--- config.mk ---
export PLATFORM = sky130hd
export DESIGN_NAME = sbl_loader
export DESIGN_NICKNAME = d
export VERILOG_FILES = /design/src/verilog/sbl_pkg.sv /design/src/verilog/sbl_loader.sv /design/src/verilog/sbl_ram.sv
export SDC_FILE = /design/constraint.sdc
export NUM_CORES = 2
export LEC_CHECK = 0
export BUFFER_PORTS_ARGS = -buffer_cell sky130_fd_sc_hd__buf_2
export CAP_MARGIN = 20
export CELL_PAD_IN_SITES_DETAIL_PLACEMENT = 0
export CELL_PAD_IN_SITES_GLOBAL_PLACEMENT = 1
export CORE_UTILIZATION = 30
export CTS_CLUSTER_DIAMETER = 150
export DETAILED_ROUTE_END_ITERATION = 7
export PLACE_DENSITY = 0.61
export SYNTH_ARGS = -nofsm -noshare
export SYNTH_HDL_FRONTEND = slang
export SYNTH_SLANG_ARGS = --single-unit
--- constraint.sdc ---
create_clock -name core_clk -period 4.3 [get_ports core_clk]
set_input_delay 0.43 -clock core_clk [delete_from_list [all_inputs] [get_ports core_clk]]
set_output_delay 0.43 -clock core_clk [all_outputs]
set_load 0.02 [all_outputs]
--- src/verilog/sbl_pkg.sv ---
// constants shared by the serial boot loader and its test bench
// assumes a 25 MHz core clock and an 8N1 character frame on the link
package sbl_pkg;
	localparam int unsigned CLK_HZ     = 25_000_000; // core clock rate
	localparam int unsigned BAUD_FAST  = 7812;       // default link rate
	localparam int unsigned BAUD_SLOW  = 1200;       // alternate link rate
	localparam int unsigned DIV_FAST   = CLK_HZ / BAUD_FAST; // cycles/bit
	localparam int unsigned DIV_SLOW   = CLK_HZ / BAUD_SLOW; // cycles/bit
	localparam int unsigned CHAR_BITS  = 10;         // start, 8 data, stop
	localparam int unsigned IDLE_CHARS = 4;          // end-of-load gap
	localparam int unsigned IDLE_FAST  = IDLE_CHARS * CHAR_BITS * DIV_FAST;
	localparam int unsigned IDLE_SLOW  = IDLE_CHARS * CHAR_BITS * DIV_SLOW;
	localparam int unsigned MAX_LEN    = 256;        // longest download
	localparam int unsigned CW         = 20;         // timer width
	localparam logic [7:0]  CODE_EEPROM = 8'h00;     // jump to eeprom
	localparam logic [7:0]  CODE_RAM    = 8'h55;     // jump to ram
	localparam logic [7:0]  SYNC_FAST   = 8'hFF;     // sync at default rate
	localparam logic [7:0]  SYNC_SLOW   = 8'hE0;     // slow sync as sampled
	localparam logic [15:0] EEPROM_BASE = 16'hB600;  // eeprom start
	localparam logic [15:0] RAM_BASE    = 16'h0000;  // ram start
	localparam logic [3:0]  TX_BITS     = 4'hA;      // bits per sent char
	localparam logic [3:0]  RX_STOP     = 4'h9;      // index of stop bit
endpackage

--- src/verilog/sbl_loader.sv ---
// serial boot loader: picks an action from the first received
// character, downloads a program into ram and echoes it back
// assumes rxd is asynchronous and the txd pin has an external pullup
`timescale 1ns/1ps
module sbl_loader #(
	parameter bit          VARIABLE  = 1'b1,            // variable length
	parameter int unsigned MAX_LEN   = sbl_pkg::MAX_LEN, // ram bytes
	parameter int unsigned DIV_SLOW  = sbl_pkg::DIV_SLOW, // slow bit time
	parameter int unsigned IDLE_FAST = sbl_pkg::IDLE_FAST, // gap, fast
	parameter int unsigned IDLE_SLOW = sbl_pkg::IDLE_SLOW  // gap, slow
) (
	input  wire logic        core_clk,
	input  wire logic        rst_n,
	input  wire logic        rxd,
	input  wire logic        txd_in,
	output logic             txd_out,
	output logic             txd_oe_n,
	output logic             async_serial_port_rx_en,
	output logic             async_serial_port_tx_en,
	output logic             serial_pins_owned,
	output logic             baud_slow,
	output logic             jump_to_target,
	output logic [15:0]      jump_addr,
	output logic [10:0]      load_len,
	input  wire logic [7:0]  prog_rd_addr,
	output logic [7:0]       prog_rd_data
);
	localparam int unsigned CW = sbl_pkg::CW;
	initial begin
		if (MAX_LEN == 0 || MAX_LEN > 256)
			$error("sbl_loader: length must be 1..256");
		if (DIV_SLOW < 4 || IDLE_SLOW >= (1 << CW) || IDLE_FAST >= (1 << CW))
			$error("sbl_loader: timing counts out of range");
	end

	typedef enum logic [3:0] {
		SBL_BRK   = 4'h1, // sending the start-up break
		SBL_FIRST = 4'h2, // waiting for the first character
		SBL_LOAD  = 4'h4, // downloading
		SBL_JUMP  = 4'h8  // handed over to the target
	} sbl_state_t;

	sbl_state_t state, next_state; // main sequencer

	// --- pin synchroniser: three flops, change taken when 2 and 3 agree
	logic rx_m1, rx_m2, rx_m3; // sync chain
	logic rx_s, rx_prev;       // filtered level and its last value
	always_ff @(posedge core_clk) begin
		if (!rst_n) begin
			{rx_m1, rx_m2, rx_m3} <= 3'h7;
			rx_s    <= 1'b1;
			rx_prev <= 1'b1;
		end else begin
			rx_m1   <= rxd;
			rx_m2   <= rx_m1;
			rx_m3   <= rx_m2;
			rx_s    <= (rx_m2 == rx_m3) ? rx_m3 : rx_s;
			rx_prev <= rx_s;
		end
	end

	// --- bit timing follows the selected rate
	wire [CW-1:0] bit_div  = baud_slow ? CW'(DIV_SLOW)
	                                   : CW'(sbl_pkg::DIV_FAST);
	wire [CW-1:0] idle_lim = baud_slow ? CW'(IDLE_SLOW) : CW'(IDLE_FAST);
	wire          rx_fall  = rx_prev & ~rx_s; // a line held low fires only once, even when low out of reset

	// --- receiver: sample mid-bit, lsb first
	logic          rx_busy;   // inside a frame
	logic [3:0]    rx_idx;    // bit index, 0 is the start bit
	logic [CW-1:0] rx_cnt;    // cycles to the next sample
	logic [7:0]    rx_sh;     // data shifter
	logic          rx_done;   // one-cycle pulse, frame complete
	logic          rx_stop;   // stop bit seen high with rx_done
	wire           rx_tick = rx_busy && rx_cnt == '0;
	always_ff @(posedge core_clk) begin
		if (!rst_n) begin
			rx_busy <= 1'b0;
			rx_idx  <= 4'h0;
			rx_cnt  <= '0;
			rx_sh   <= 8'h00;
			rx_done <= 1'b0;
			rx_stop <= 1'b0;
		end else begin
			rx_done <= 1'b0;
			if (!rx_busy && rx_fall) begin
				rx_busy <= 1'b1;
				rx_idx  <= 4'h0;
				rx_cnt  <= bit_div >> 1;
			end else if (rx_tick) begin
				rx_cnt <= bit_div - CW'(1);
				rx_idx <= rx_idx + 4'h1;
				if (rx_idx == 4'h0 && rx_s) begin
					rx_busy <= 1'b0; // glitch, not a start bit
				end else if (rx_idx == sbl_pkg::RX_STOP) begin
					rx_busy <= 1'b0;
					rx_done <= 1'b1;
					rx_stop <= rx_s; // low stop with zero data is a break
				end else if (rx_idx != 4'h0) begin
					rx_sh <= {rx_s, rx_sh[7:1]};
				end
			end else if (rx_busy) begin
				rx_cnt <= rx_cnt - CW'(1);
			end
		end
	end

	// --- two-entry buffer between receiver and ram/echo
	logic [7:0] buf0, buf1;  // head and second entry
	logic [1:0] buf_cnt;     // entries held
	logic       tx_busy;     // transmitter shifting
	logic [8:0] wr_count;    // bytes stored so far
	wire buf_in_ready  = buf_cnt != 2'h2;
	wire buf_out_valid = buf_cnt != 2'h0;
	wire room          = wr_count < 9'(MAX_LEN);
	wire buf_push = state == SBL_LOAD && rx_done && rx_stop && buf_in_ready;
	// a busy echo stalls the drain; bytes past the limit are dropped
	wire buf_pop  = buf_out_valid && (!tx_busy || !room);
	wire store    = buf_pop && room;
	always_ff @(posedge core_clk) begin
		if (!rst_n) begin
			buf0    <= 8'h00;
			buf1    <= 8'h00;
			buf_cnt <= 2'h0;
		end else begin
			buf_cnt <= buf_cnt + {1'b0, buf_push} - {1'b0, buf_pop};
			if (buf_pop)
				buf0 <= (buf_push && buf_cnt == 2'h1) ? rx_sh : buf1;
			else if (buf_push && buf_cnt == 2'h0)
				buf0 <= rx_sh;
			if (buf_push && (buf_cnt - {1'b0, buf_pop}) == 2'h1)
				buf1 <= rx_sh;
		end
	end

	// --- transmitter; leaves reset already sending the break
	logic [9:0]    tx_sh;   // frame shifter, lsb goes out first
	logic [3:0]    tx_left; // bits still to send
	logic [CW-1:0] tx_cnt;  // cycles left in this bit
	always_ff @(posedge core_clk) begin
		if (!rst_n) begin
			tx_busy <= 1'b1;
			tx_sh   <= 10'h000;
			tx_left <= sbl_pkg::TX_BITS;
			tx_cnt  <= CW'(sbl_pkg::DIV_FAST - 1);
		end else if (store) begin
			tx_busy <= 1'b1;
			tx_sh   <= {1'b1, buf0, 1'b0};
			tx_left <= sbl_pkg::TX_BITS;
			tx_cnt  <= bit_div - CW'(1);
		end else if (tx_busy) begin
			if (tx_cnt == '0) begin
				tx_cnt  <= bit_div - CW'(1);
				// refill with the top bit: ones after a frame, zeros while
				// the break runs, so the break stays low for all ten bits
				tx_sh   <= {tx_sh[9], tx_sh[9:1]};
				tx_left <= tx_left - 4'h1;
				tx_busy <= tx_left != 4'h1;
			end else begin
				tx_cnt <= tx_cnt - CW'(1);
			end
		end
	end
	// open drain: only ever pulls low, released means pulled up outside
	assign txd_out  = 1'b0;
	assign txd_oe_n = !tx_busy || tx_sh[0];

	// --- end-of-download idle timer, cleared by any line activity
	logic [CW-1:0] idle_cnt; // cycles of quiet line
	wire idle_hit = VARIABLE && idle_cnt == idle_lim;
	always_ff @(posedge core_clk) begin
		if (!rst_n || state != SBL_LOAD || rx_busy || rx_fall)
			idle_cnt <= '0;
		else if (!idle_hit)
			idle_cnt <= idle_cnt + CW'(1);
	end

	// --- sequencer decisions
	wire first_ok = (state == SBL_BRK || state == SBL_FIRST) && rx_done;
	wire is_zero  = rx_sh == sbl_pkg::CODE_EEPROM; // zero data or break
	wire is_ram   = rx_sh == sbl_pkg::CODE_RAM && rx_stop;
	wire is_fast  = rx_sh == sbl_pkg::SYNC_FAST && rx_stop;
	wire is_slow  = rx_sh == sbl_pkg::SYNC_SLOW && rx_stop;
	wire drained  = !buf_out_valid && !tx_busy && !buf_push;
	// variable mode ends on quiet line or full ram; fixed only on full
	wire load_end = state == SBL_LOAD && drained &&
	                (idle_hit || !room);

	always_comb begin
		next_state = state;
		unique case (state)
			SBL_BRK:   if (first_ok && (is_zero || is_ram))
			               next_state = SBL_JUMP;
			           else if (first_ok && (is_fast || is_slow))
			               next_state = SBL_LOAD;
			           else if (!tx_busy)
			               next_state = SBL_FIRST;
			SBL_FIRST: if (first_ok && (is_zero || is_ram))
			               next_state = SBL_JUMP;
			           else if (first_ok && (is_fast || is_slow))
			               next_state = SBL_LOAD;
			SBL_LOAD:  if (load_end)
			               next_state = SBL_JUMP;
			SBL_JUMP:  next_state = SBL_JUMP;
			default:   next_state = SBL_BRK;
		endcase
	end

	// state, jump target, rate and counters
	always_ff @(posedge core_clk) begin
		if (!rst_n) begin
			state          <= SBL_BRK;
			jump_to_target <= 1'b0;
			jump_addr      <= 16'h0000;
			baud_slow      <= 1'b0;
			wr_count       <= 9'h000;
			serial_pins_owned <= 1'b0;
		end else begin
			state             <= next_state;
			serial_pins_owned <= 1'b1;
			if (first_ok && is_zero) begin
				jump_to_target <= 1'b1;
				jump_addr      <= sbl_pkg::EEPROM_BASE;
			end else if (first_ok && is_ram) begin
				jump_to_target <= 1'b1;
				jump_addr      <= sbl_pkg::RAM_BASE;
			end else if (load_end) begin
				jump_to_target <= 1'b1;
				jump_addr      <= sbl_pkg::RAM_BASE;
			end
			if (first_ok && !is_zero && !is_ram && (is_fast || is_slow))
				baud_slow <= is_slow;
			if (store)
				wr_count <= wr_count + 9'h001;
		end
	end
	assign async_serial_port_rx_en = serial_pins_owned;
	assign async_serial_port_tx_en = serial_pins_owned;
	assign load_len = {2'b00, wr_count};

	sbl_ram #(.WIDTH(8), .DEPTH(256), .AW(8)) u_ram (
		.core_clk (core_clk),
		.wr_en    (store),
		.wr_addr  (wr_count[7:0]),
		.wr_data  (buf0),
		.rd_addr  (prog_rd_addr),
		.rd_data  (prog_rd_data)
	);
endmodule

--- src/verilog/sbl_ram.sv ---
// program memory that the loader fills; one write port, one read port
// assumes a single clock; read data appear one cycle after the address
`timescale 1ns/1ps
module sbl_ram #(
	parameter int unsigned WIDTH = 8,   // word width
	parameter int unsigned DEPTH = 256, // words held
	parameter int unsigned AW    = 8    // address width
) (
	input  wire logic             core_clk,
	input  wire logic             wr_en,
	input  wire logic [AW-1:0]    wr_addr,
	input  wire logic [WIDTH-1:0] wr_data,
	input  wire logic [AW-1:0]    rd_addr,
	output logic      [WIDTH-1:0] rd_data
);
	initial begin
		if (DEPTH > (1 << AW) || DEPTH == 0)
			$error("sbl_ram: depth does not fit the address width");
	end

	logic [WIDTH-1:0] mem [DEPTH]; // storage, no reset so it maps to ram

	// write port; read data come from a register for timing
	always_ff @(posedge core_clk) begin
		if (wr_en)
			mem[wr_addr] <= wr_data;
		rd_data <= mem[rd_addr];
	end
endmodule

== Yosys cells after proc, flatten, opt, wreduce, memory -nomap -nowiden ==
Memories as Yosys holds them, arrays and structs flattened. A register that Yosys moved wholly into a read port is not among the register bits.
Cells that the tools add are included.

* Add/sub/neg operators: 10
* Magnitude comparators: 1
* Equality and inequality tests: 18
* Mux-type cells: 37
* Bitwise gates (word level): 7
* Reduce and logical (&&, ||, !) cells: 67

{| class="wikitable"
|+ Operators with widths
! cell !! number
|-
| 20-bit two-way mux || 6
|-
| 16-bit two-way mux || 3
|-
| 20-bit logical NOT || 2
|-
| 20-bit by 1-bit subtractor with 20-bit output (second input constant) || 2
|-
| 1-bit logical AND || 26
|-
| 4-bit two-way mux || 6
|-
| 8-bit two-way mux || 3
|-
| 20-bit by 1-bit adder with 20-bit output (second input constant) || 1
|-
| 20-bit equality test || 1
|-
| 19-bit two-way mux || 1
|-
| 9-bit two-way mux || 2
|-
| 8-bit equality test (second input constant) || 2
|-
| 4-bit one-hot mux with 4 select lines || 1
|-
| 15-bit by 1-bit subtractor with 16-bit output (second input constant) || 1
|-
| 15-bit two-way mux || 1
|-
| 1-bit two-way mux || 13
|-
| 2-bit nonzero test || 6
|-
| 10-bit two-way mux || 1
|-
| 9-bit by 1-bit adder with 9-bit output (second input constant) || 1
|-
| 1-bit logical OR || 9
|-
| 9-bit less-than comparator (second input constant) || 1
|-
| 3-bit nonzero test || 3
|-
| 4-bit equality test (second input constant) || 2
|-
| 8-bit by 7-bit equality test with 1-bit output (second input constant) || 1
|-
| 27 further kinds || 45
|}

* Register bits: 134
* RAM bits: 2048
* Output and inout bits: 42
* Memories: 1

{| class="wikitable"
|+ Memory list
! memory !! words !! bits a word !! rd ports !! clocked after Yosys merged registers in !! write ports !! line !! text
|-
| u_ram.mem || 256 || 8 || 1 || 1 || 1 || sbl_ram.sv:21 || <nowiki>logic [WIDTH-1:0] mem [DEPTH];</nowiki>
|}

== Depth between registers and ports, before layout ==
* Word-level depth: 11
* Depth in mapped cells: 11
* Gate-level depth less buffers: 9

== Hierarchy ==
From an unflattened synthesis, not the netlist that was laid out.

* Cell total of the unflattened synthesis: 4508
* Area, all modules: 86003.7 um^2

{| class="wikitable"
|+ Modules (own cells, without submodules)
! module !! instances !! cells an instance !! area each (um^2)
|-
| sbl_ram || 1 || 3733 || 79556.3
|-
| sbl_loader || 1 || 775 || 6447.4
|}

== Worst setup path before layout ==
Ideal clock, no wire load.

* Kind: reg-to-reg
* Start point: reg buf0[0]
* End point: mem u_ram.mem[0][0] (data pin)
* Library setup time: 0.859 ns
* Data arrival time: 3.413 ns
* Required time: 3.441 ns
* Setup slack: 0.027 ns
* Stages on the path, launching flop included: 1
* Path through: dfxtp_1

{| class="wikitable"
|+ RTL lines
! item !! line !! text
|-
| start: declaration || sbl_loader.sv:109 || <nowiki>logic [7:0] buf0, buf1;</nowiki>
|-
| start signal: assignment || sbl_loader.sv:128 || <nowiki>buf0 <= (buf_push && buf_cnt == 2'h1) ? rx_sh : buf1;</nowiki>
|-
| start signal: assignment || sbl_loader.sv:130 || <nowiki>buf0 <= rx_sh;</nowiki>
|-
| end: declaration || sbl_ram.sv:21 ||
|}

No word-level cell before the write port.

== Final worst setup path ==
* Start point: reg wr_count[5]
* End point: mem u_ram.mem[103][4], enable pin

* Longest elaborated chain between the ends: 7

{| class="wikitable"
|+ RTL lines
! item !! line !! text
|-
| start: declaration || sbl_loader.sv:112 || <nowiki>logic [8:0] wr_count;</nowiki>
|-
| start signal: assignment || sbl_loader.sv:234 || <nowiki>wr_count <= wr_count + 9'h001;</nowiki>
|-
| 9-bit less-than comparator || sbl_loader.sv:115 || <nowiki>wire room = wr_count < 9'(MAX_LEN);</nowiki>
|-
| 1-bit logical NOT || sbl_loader.sv:118 || <nowiki>wire buf_pop = buf_out_valid && (!tx_busy || !room);</nowiki>
|-
| 1-bit logical OR || sbl_loader.sv:118 ||
|-
| 1-bit logical AND || sbl_loader.sv:118 ||
|-
| 1-bit logical AND || sbl_loader.sv:119 || <nowiki>wire store = buf_pop && room;</nowiki>
|-
| 1-bit two-way mux || sbl_ram.sv:25 || <nowiki>if (wr_en)</nowiki>
|-
| 1-bit two-way mux (not written as such) || sbl_ram.sv:26 || <nowiki>mem[wr_addr] <= wr_data;</nowiki>
|}

Parallel ways exist; a longest one is shown, timed or not.

==> summary.json <==
{
  "height_of_the_die_um": 536,
  "status": "completed",
  "synth.cells.most_frequent": "sky130_fd_sc_hd__edfxtp_1, sky130_fd_sc_hd__mux4_2, sky130_fd_sc_hd__nor2_1, sky130_fd_sc_hd__a22oi_1, sky130_fd_sc_hd__clkbuf_1",
  "slowest_stage": "sky130_fd_sc_hd__nor2_1",
  "post-synth-top-area-cell": "sky130_fd_sc_hd__edfxtp_1",
  "hp-start": "rxd",
  "design.portCount": 54,
  "p_seq_share_pct": 53.2,
  "cts-htree-levels": 4,
  "postCtsSetupRepairBufs": 0,
  "clock-skew-final_ps": 30.9,
  "fraction_of_synthesis_flops_using_an_asynchronous_set_or_reset_pin_pct": 0,
  "timing.critical_path.required_ps": 4760,
  "cell_internal_pwr_uw": 34000,
  "rsz0062_at_grt": "false",
  "detail_route.wl_per_cell_um": 25.6,
  "maxSlewViolCount": 0,
  "dp.final_hpwl_um": 132000,
  "max_slew.worst_pin.slew_ps": 1080,
  "floorplan.initialDensity_pct": 30.2,
  "fraction_of_power_consumed_by_the_clock_network_pct": 43.0,
  "drt_iter0_drc": 4559,
  "final_cycle_utilization_of_the_critical_path_pct": 76.3,
  "routed_wl_um": 220000,
  "yosysSeqAreaShare_pct": 75.2,
  "r2r-end": "u_ram.mem[103][4]",
  "post_synth_num_cell_types": 78,
  "synth.top_cell.area_share_pct": 71.9,
  "die_footprint_um2": 287000,
  "firstDrtPassIters": 6,
  "cp_data_arrival_time_ps": 3740,
  "numClockSinks": 2186,
  "hold-path-cell-count": 3,
  "cts_tree": "built",
  "final_setup_violation_count": 0,
  "fmax_mhz": 305,
  "globalRouteOverflowTotal": 0,
  "fin_setup_tns_ps": 0,
  "drive_above_1_share_pct": 20.9,
  "period_minus_slack_ps": 3280,
  "ctsHoldBuffers": 2,
  "p_comb_share_pct": 3.8,
  "hold-path-endpoint": "rx_m1",
  "grt_first_pass_wirelength_um": 315000,
  "io_buffer_count": 38,
  "width_of_the_die_um": 536,
  "drc": 0,
  "end_kind": "flip-flop",
  "r2r_cells": 3,
  "synthMostInstantiatedCell": "sky130_fd_sc_hd__edfxtp_1",
  "vias": 43539,
  "synth_cells": 4506,
  "via_per_inst": 5.06,
  "cts_clk_pin_slew_worst_paths_ps": 60,
  "pre_cts_slack_ps": 385,
  "nets_finish": 4701,
  "clkLatencyLatePin_ps": 860,
  "leakage_dissipation_uw": 0.0308,
  "grt_antenna_before_repair": 17,
  "r2r_start": "wr_count[5]",
  "number_of_global_route_vias_before_repair": 44229,
  "worst_hold_path_type": "in2reg",
  "synth_top_flop_cell": "sky130_fd_sc_hd__edfxtp_1",
  "cp_max_fo": 16,
  "finalHoldViolations": 0,
  "cts-resized-gates": 0,
  "row_count": 195,
  "synth_edf_count": 2048,
  "postLayoutSetupSlackWorst_ps": 1020,
  "crit_chain": "nor2b_1 -> nand2_1 -> nor2_1",
  "power.net_switching_uw": 9130,
  "p_per_area_nw_per_um2": 441,
  "finalWeightedCongestion": 0.793,
  "maximum_number_of_pins_on_one_net_before_global_route_repair": 169,
  "cts.root.buffer_cell": "sky130_fd_sc_hd__clkbuf_16",
  "max_slew_margin_pct": 28.3,
  "worst_setup_path_type": "reg2reg",
  "timing.max_cap.violations": 0,
  "grt_usage_pct": 15.1,
  "postSynthAreaPerCell_um2": 19.0,
  "synthesis_warning_total": 0,
  "yosys_register_bits": 2186,
  "max-clock-path-buffers": 3,
  "r2r_slack_ps": 1020,
  "tritoncts.num_buffers": 218,
  "crit_path_start_kind": "flip-flop",
  "max_stage_delay_on_crit_path_ps": 980,
  "power.ir.vdd_worst_v": 0.000468,
  "switching_fraction_of_total_power_pct": 21.2,
  "relative_area_change_from_synthesis_to_final_layout_pct": 14.5,
  "core-area_um2": 283000,
  "yosys-top-cells-area": "sky130_fd_sc_hd__edfxtp_1, sky130_fd_sc_hd__mux4_2, sky130_fd_sc_hd__dfxtp_1",
  "synth.cell_area_um2": 85500,
  "detail_route_antenna_nets": 0
}
==> state kept, by name (all words and copies together), names as in the netlist, 2 cells and up <==
name	cells
rx_cnt	20
u_ram.rd_data	8
tx_sh	10
tx_left	4
state	4
buf0	8
u_ram.mem	2048
buf_cnt	2
idle_cnt	20
rx_sh	8
wr_count	9
buf1	8
tx_cnt	20
rx_idx	4
==> worst max-delay path by stage <==
stage                          startpoint                end  slack, ps  cells past startpoint
after floorplan                   buf0[0]    u_ram.mem[0][0]         30                      0
after global placement    prog_rd_addr[1]   u_ram.rd_data[5]        420                      9
after detailed placement  prog_rd_addr[1]   u_ram.rd_data[5]        390                      9
after CTS                     wr_count[8]    u_ram.mem[3][0]       1010                      5
after global routing           buf_cnt[1]    u_ram.mem[3][0]        890                      6
final                         wr_count[5]  u_ram.mem[103][4]       1020                      3
==> power by group through the flow <==
| stage | Clock, uW | Combinational, uW | Sequential (uW) |
|---|---|---|---|
| 4_1_cts | 18900 | 1670 | 23000 |
| 6_report | 18500 | 1650 | 23000 |
| 3_5_place_dp | 0 | 1670 | 23400 |
| 3_3_place_gp | 0 | 1660 | 23400 |
| 5_1_grt | 19700 | 1740 | 22900 |
| 2_1_floorplan | 0 | 1020 | 23400 |
==> critical path, delay by kind of cell, from the launching register on <==
family	cells	cell delay, ps
flops	1	580
simple gates	3	2290
==> cells by family after synthesis <==
family / synth area share [%]
fa+ha+maj: 0.249
mux: 13.7
simple gates: 4.10
compound gates: 4.60
xor+xnor: 0.482
other cells: 0.00439
buf+inv: 1.70
flops: 75.2
==> through the flow <==
stage / util, % / total power (uW) / hold WS [ps] / instances / instance area (um^2)
after detailed placement: 32.2 / 25100 / 406 / 8193 / 91000
after CTS: 34.6 / 43500 / 239 / 8594 / 97900
after global routing: 34.6 / 44400 / 273 / 8596 / 97900
after floorplan: - / 24400 / 386 / 4519 / 85500
after global placement: 32.2 / 25100 / 410 / 8193 / 91000
final: 34.6 / 43100 / 311 / 8599 / 97900
==> routing by layer <==
| layer | share of wire (%) | vias up | track usage (%) |
|---|---|---|---|
| li1 | - | 18766 | - |
| met1 | 43 | 23085 | 20.8 |
| met2 | 48 | 1412 | 24.4 |
| met3 | 7.2 | 274 | 3.18 |
| met4 | 2.0 | 2 | 3.54 |
| met5 | 0.0059 | - | 0 |
==> layout by cell type (no fill, tap or decap), types with 20 or more instances in the layout <==
cell	instances
sky130_fd_sc_hd__edfxtp_1	2048
sky130_fd_sc_hd__mux4_2	448
sky130_fd_sc_hd__nor2_1	389
sky130_fd_sc_hd__clkbuf_16	221
sky130_fd_sc_hd__a22oi_1	160
sky130_fd_sc_hd__mux2i_1	155
sky130_fd_sc_hd__buf_4	144
sky130_fd_sc_hd__dfxtp_1	130
sky130_fd_sc_hd__a21oi_1	127
sky130_fd_sc_hd__nand2_1	104
sky130_fd_sc_hd__o21ai_0	87
sky130_fd_sc_hd__clkinv_1	56
sky130_fd_sc_hd__clkbuf_1	48
sky130_fd_sc_hd__a211oi_1	41
sky130_fd_sc_hd__nand3_1	38
sky130_fd_sc_hd__buf_12	37
sky130_fd_sc_hd__clkinv_2	35
sky130_fd_sc_hd__buf_2	35
sky130_fd_sc_hd__nor4_1	34
sky130_fd_sc_hd__xor2_1	31
sky130_fd_sc_hd__o22ai_1	30
sky130_fd_sc_hd__o221ai_1	28
sky130_fd_sc_hd__nor3_1	27
sky130_fd_sc_hd__nand4_1	23
sky130_fd_sc_hd__inv_1	20
==> cell type report <==
class                   count  area, um^2
repair buffers            220        2050
inverters                  22        82.6
multi-input cells        2024       19900
flip-flops and latches   2186       64300
clock inverters           118        1020
well taps                3743        4680
clock buffers             281        5860
diodes                      5        12.5
fillers                 26387      185000
(Power assumes the default switching activity.)
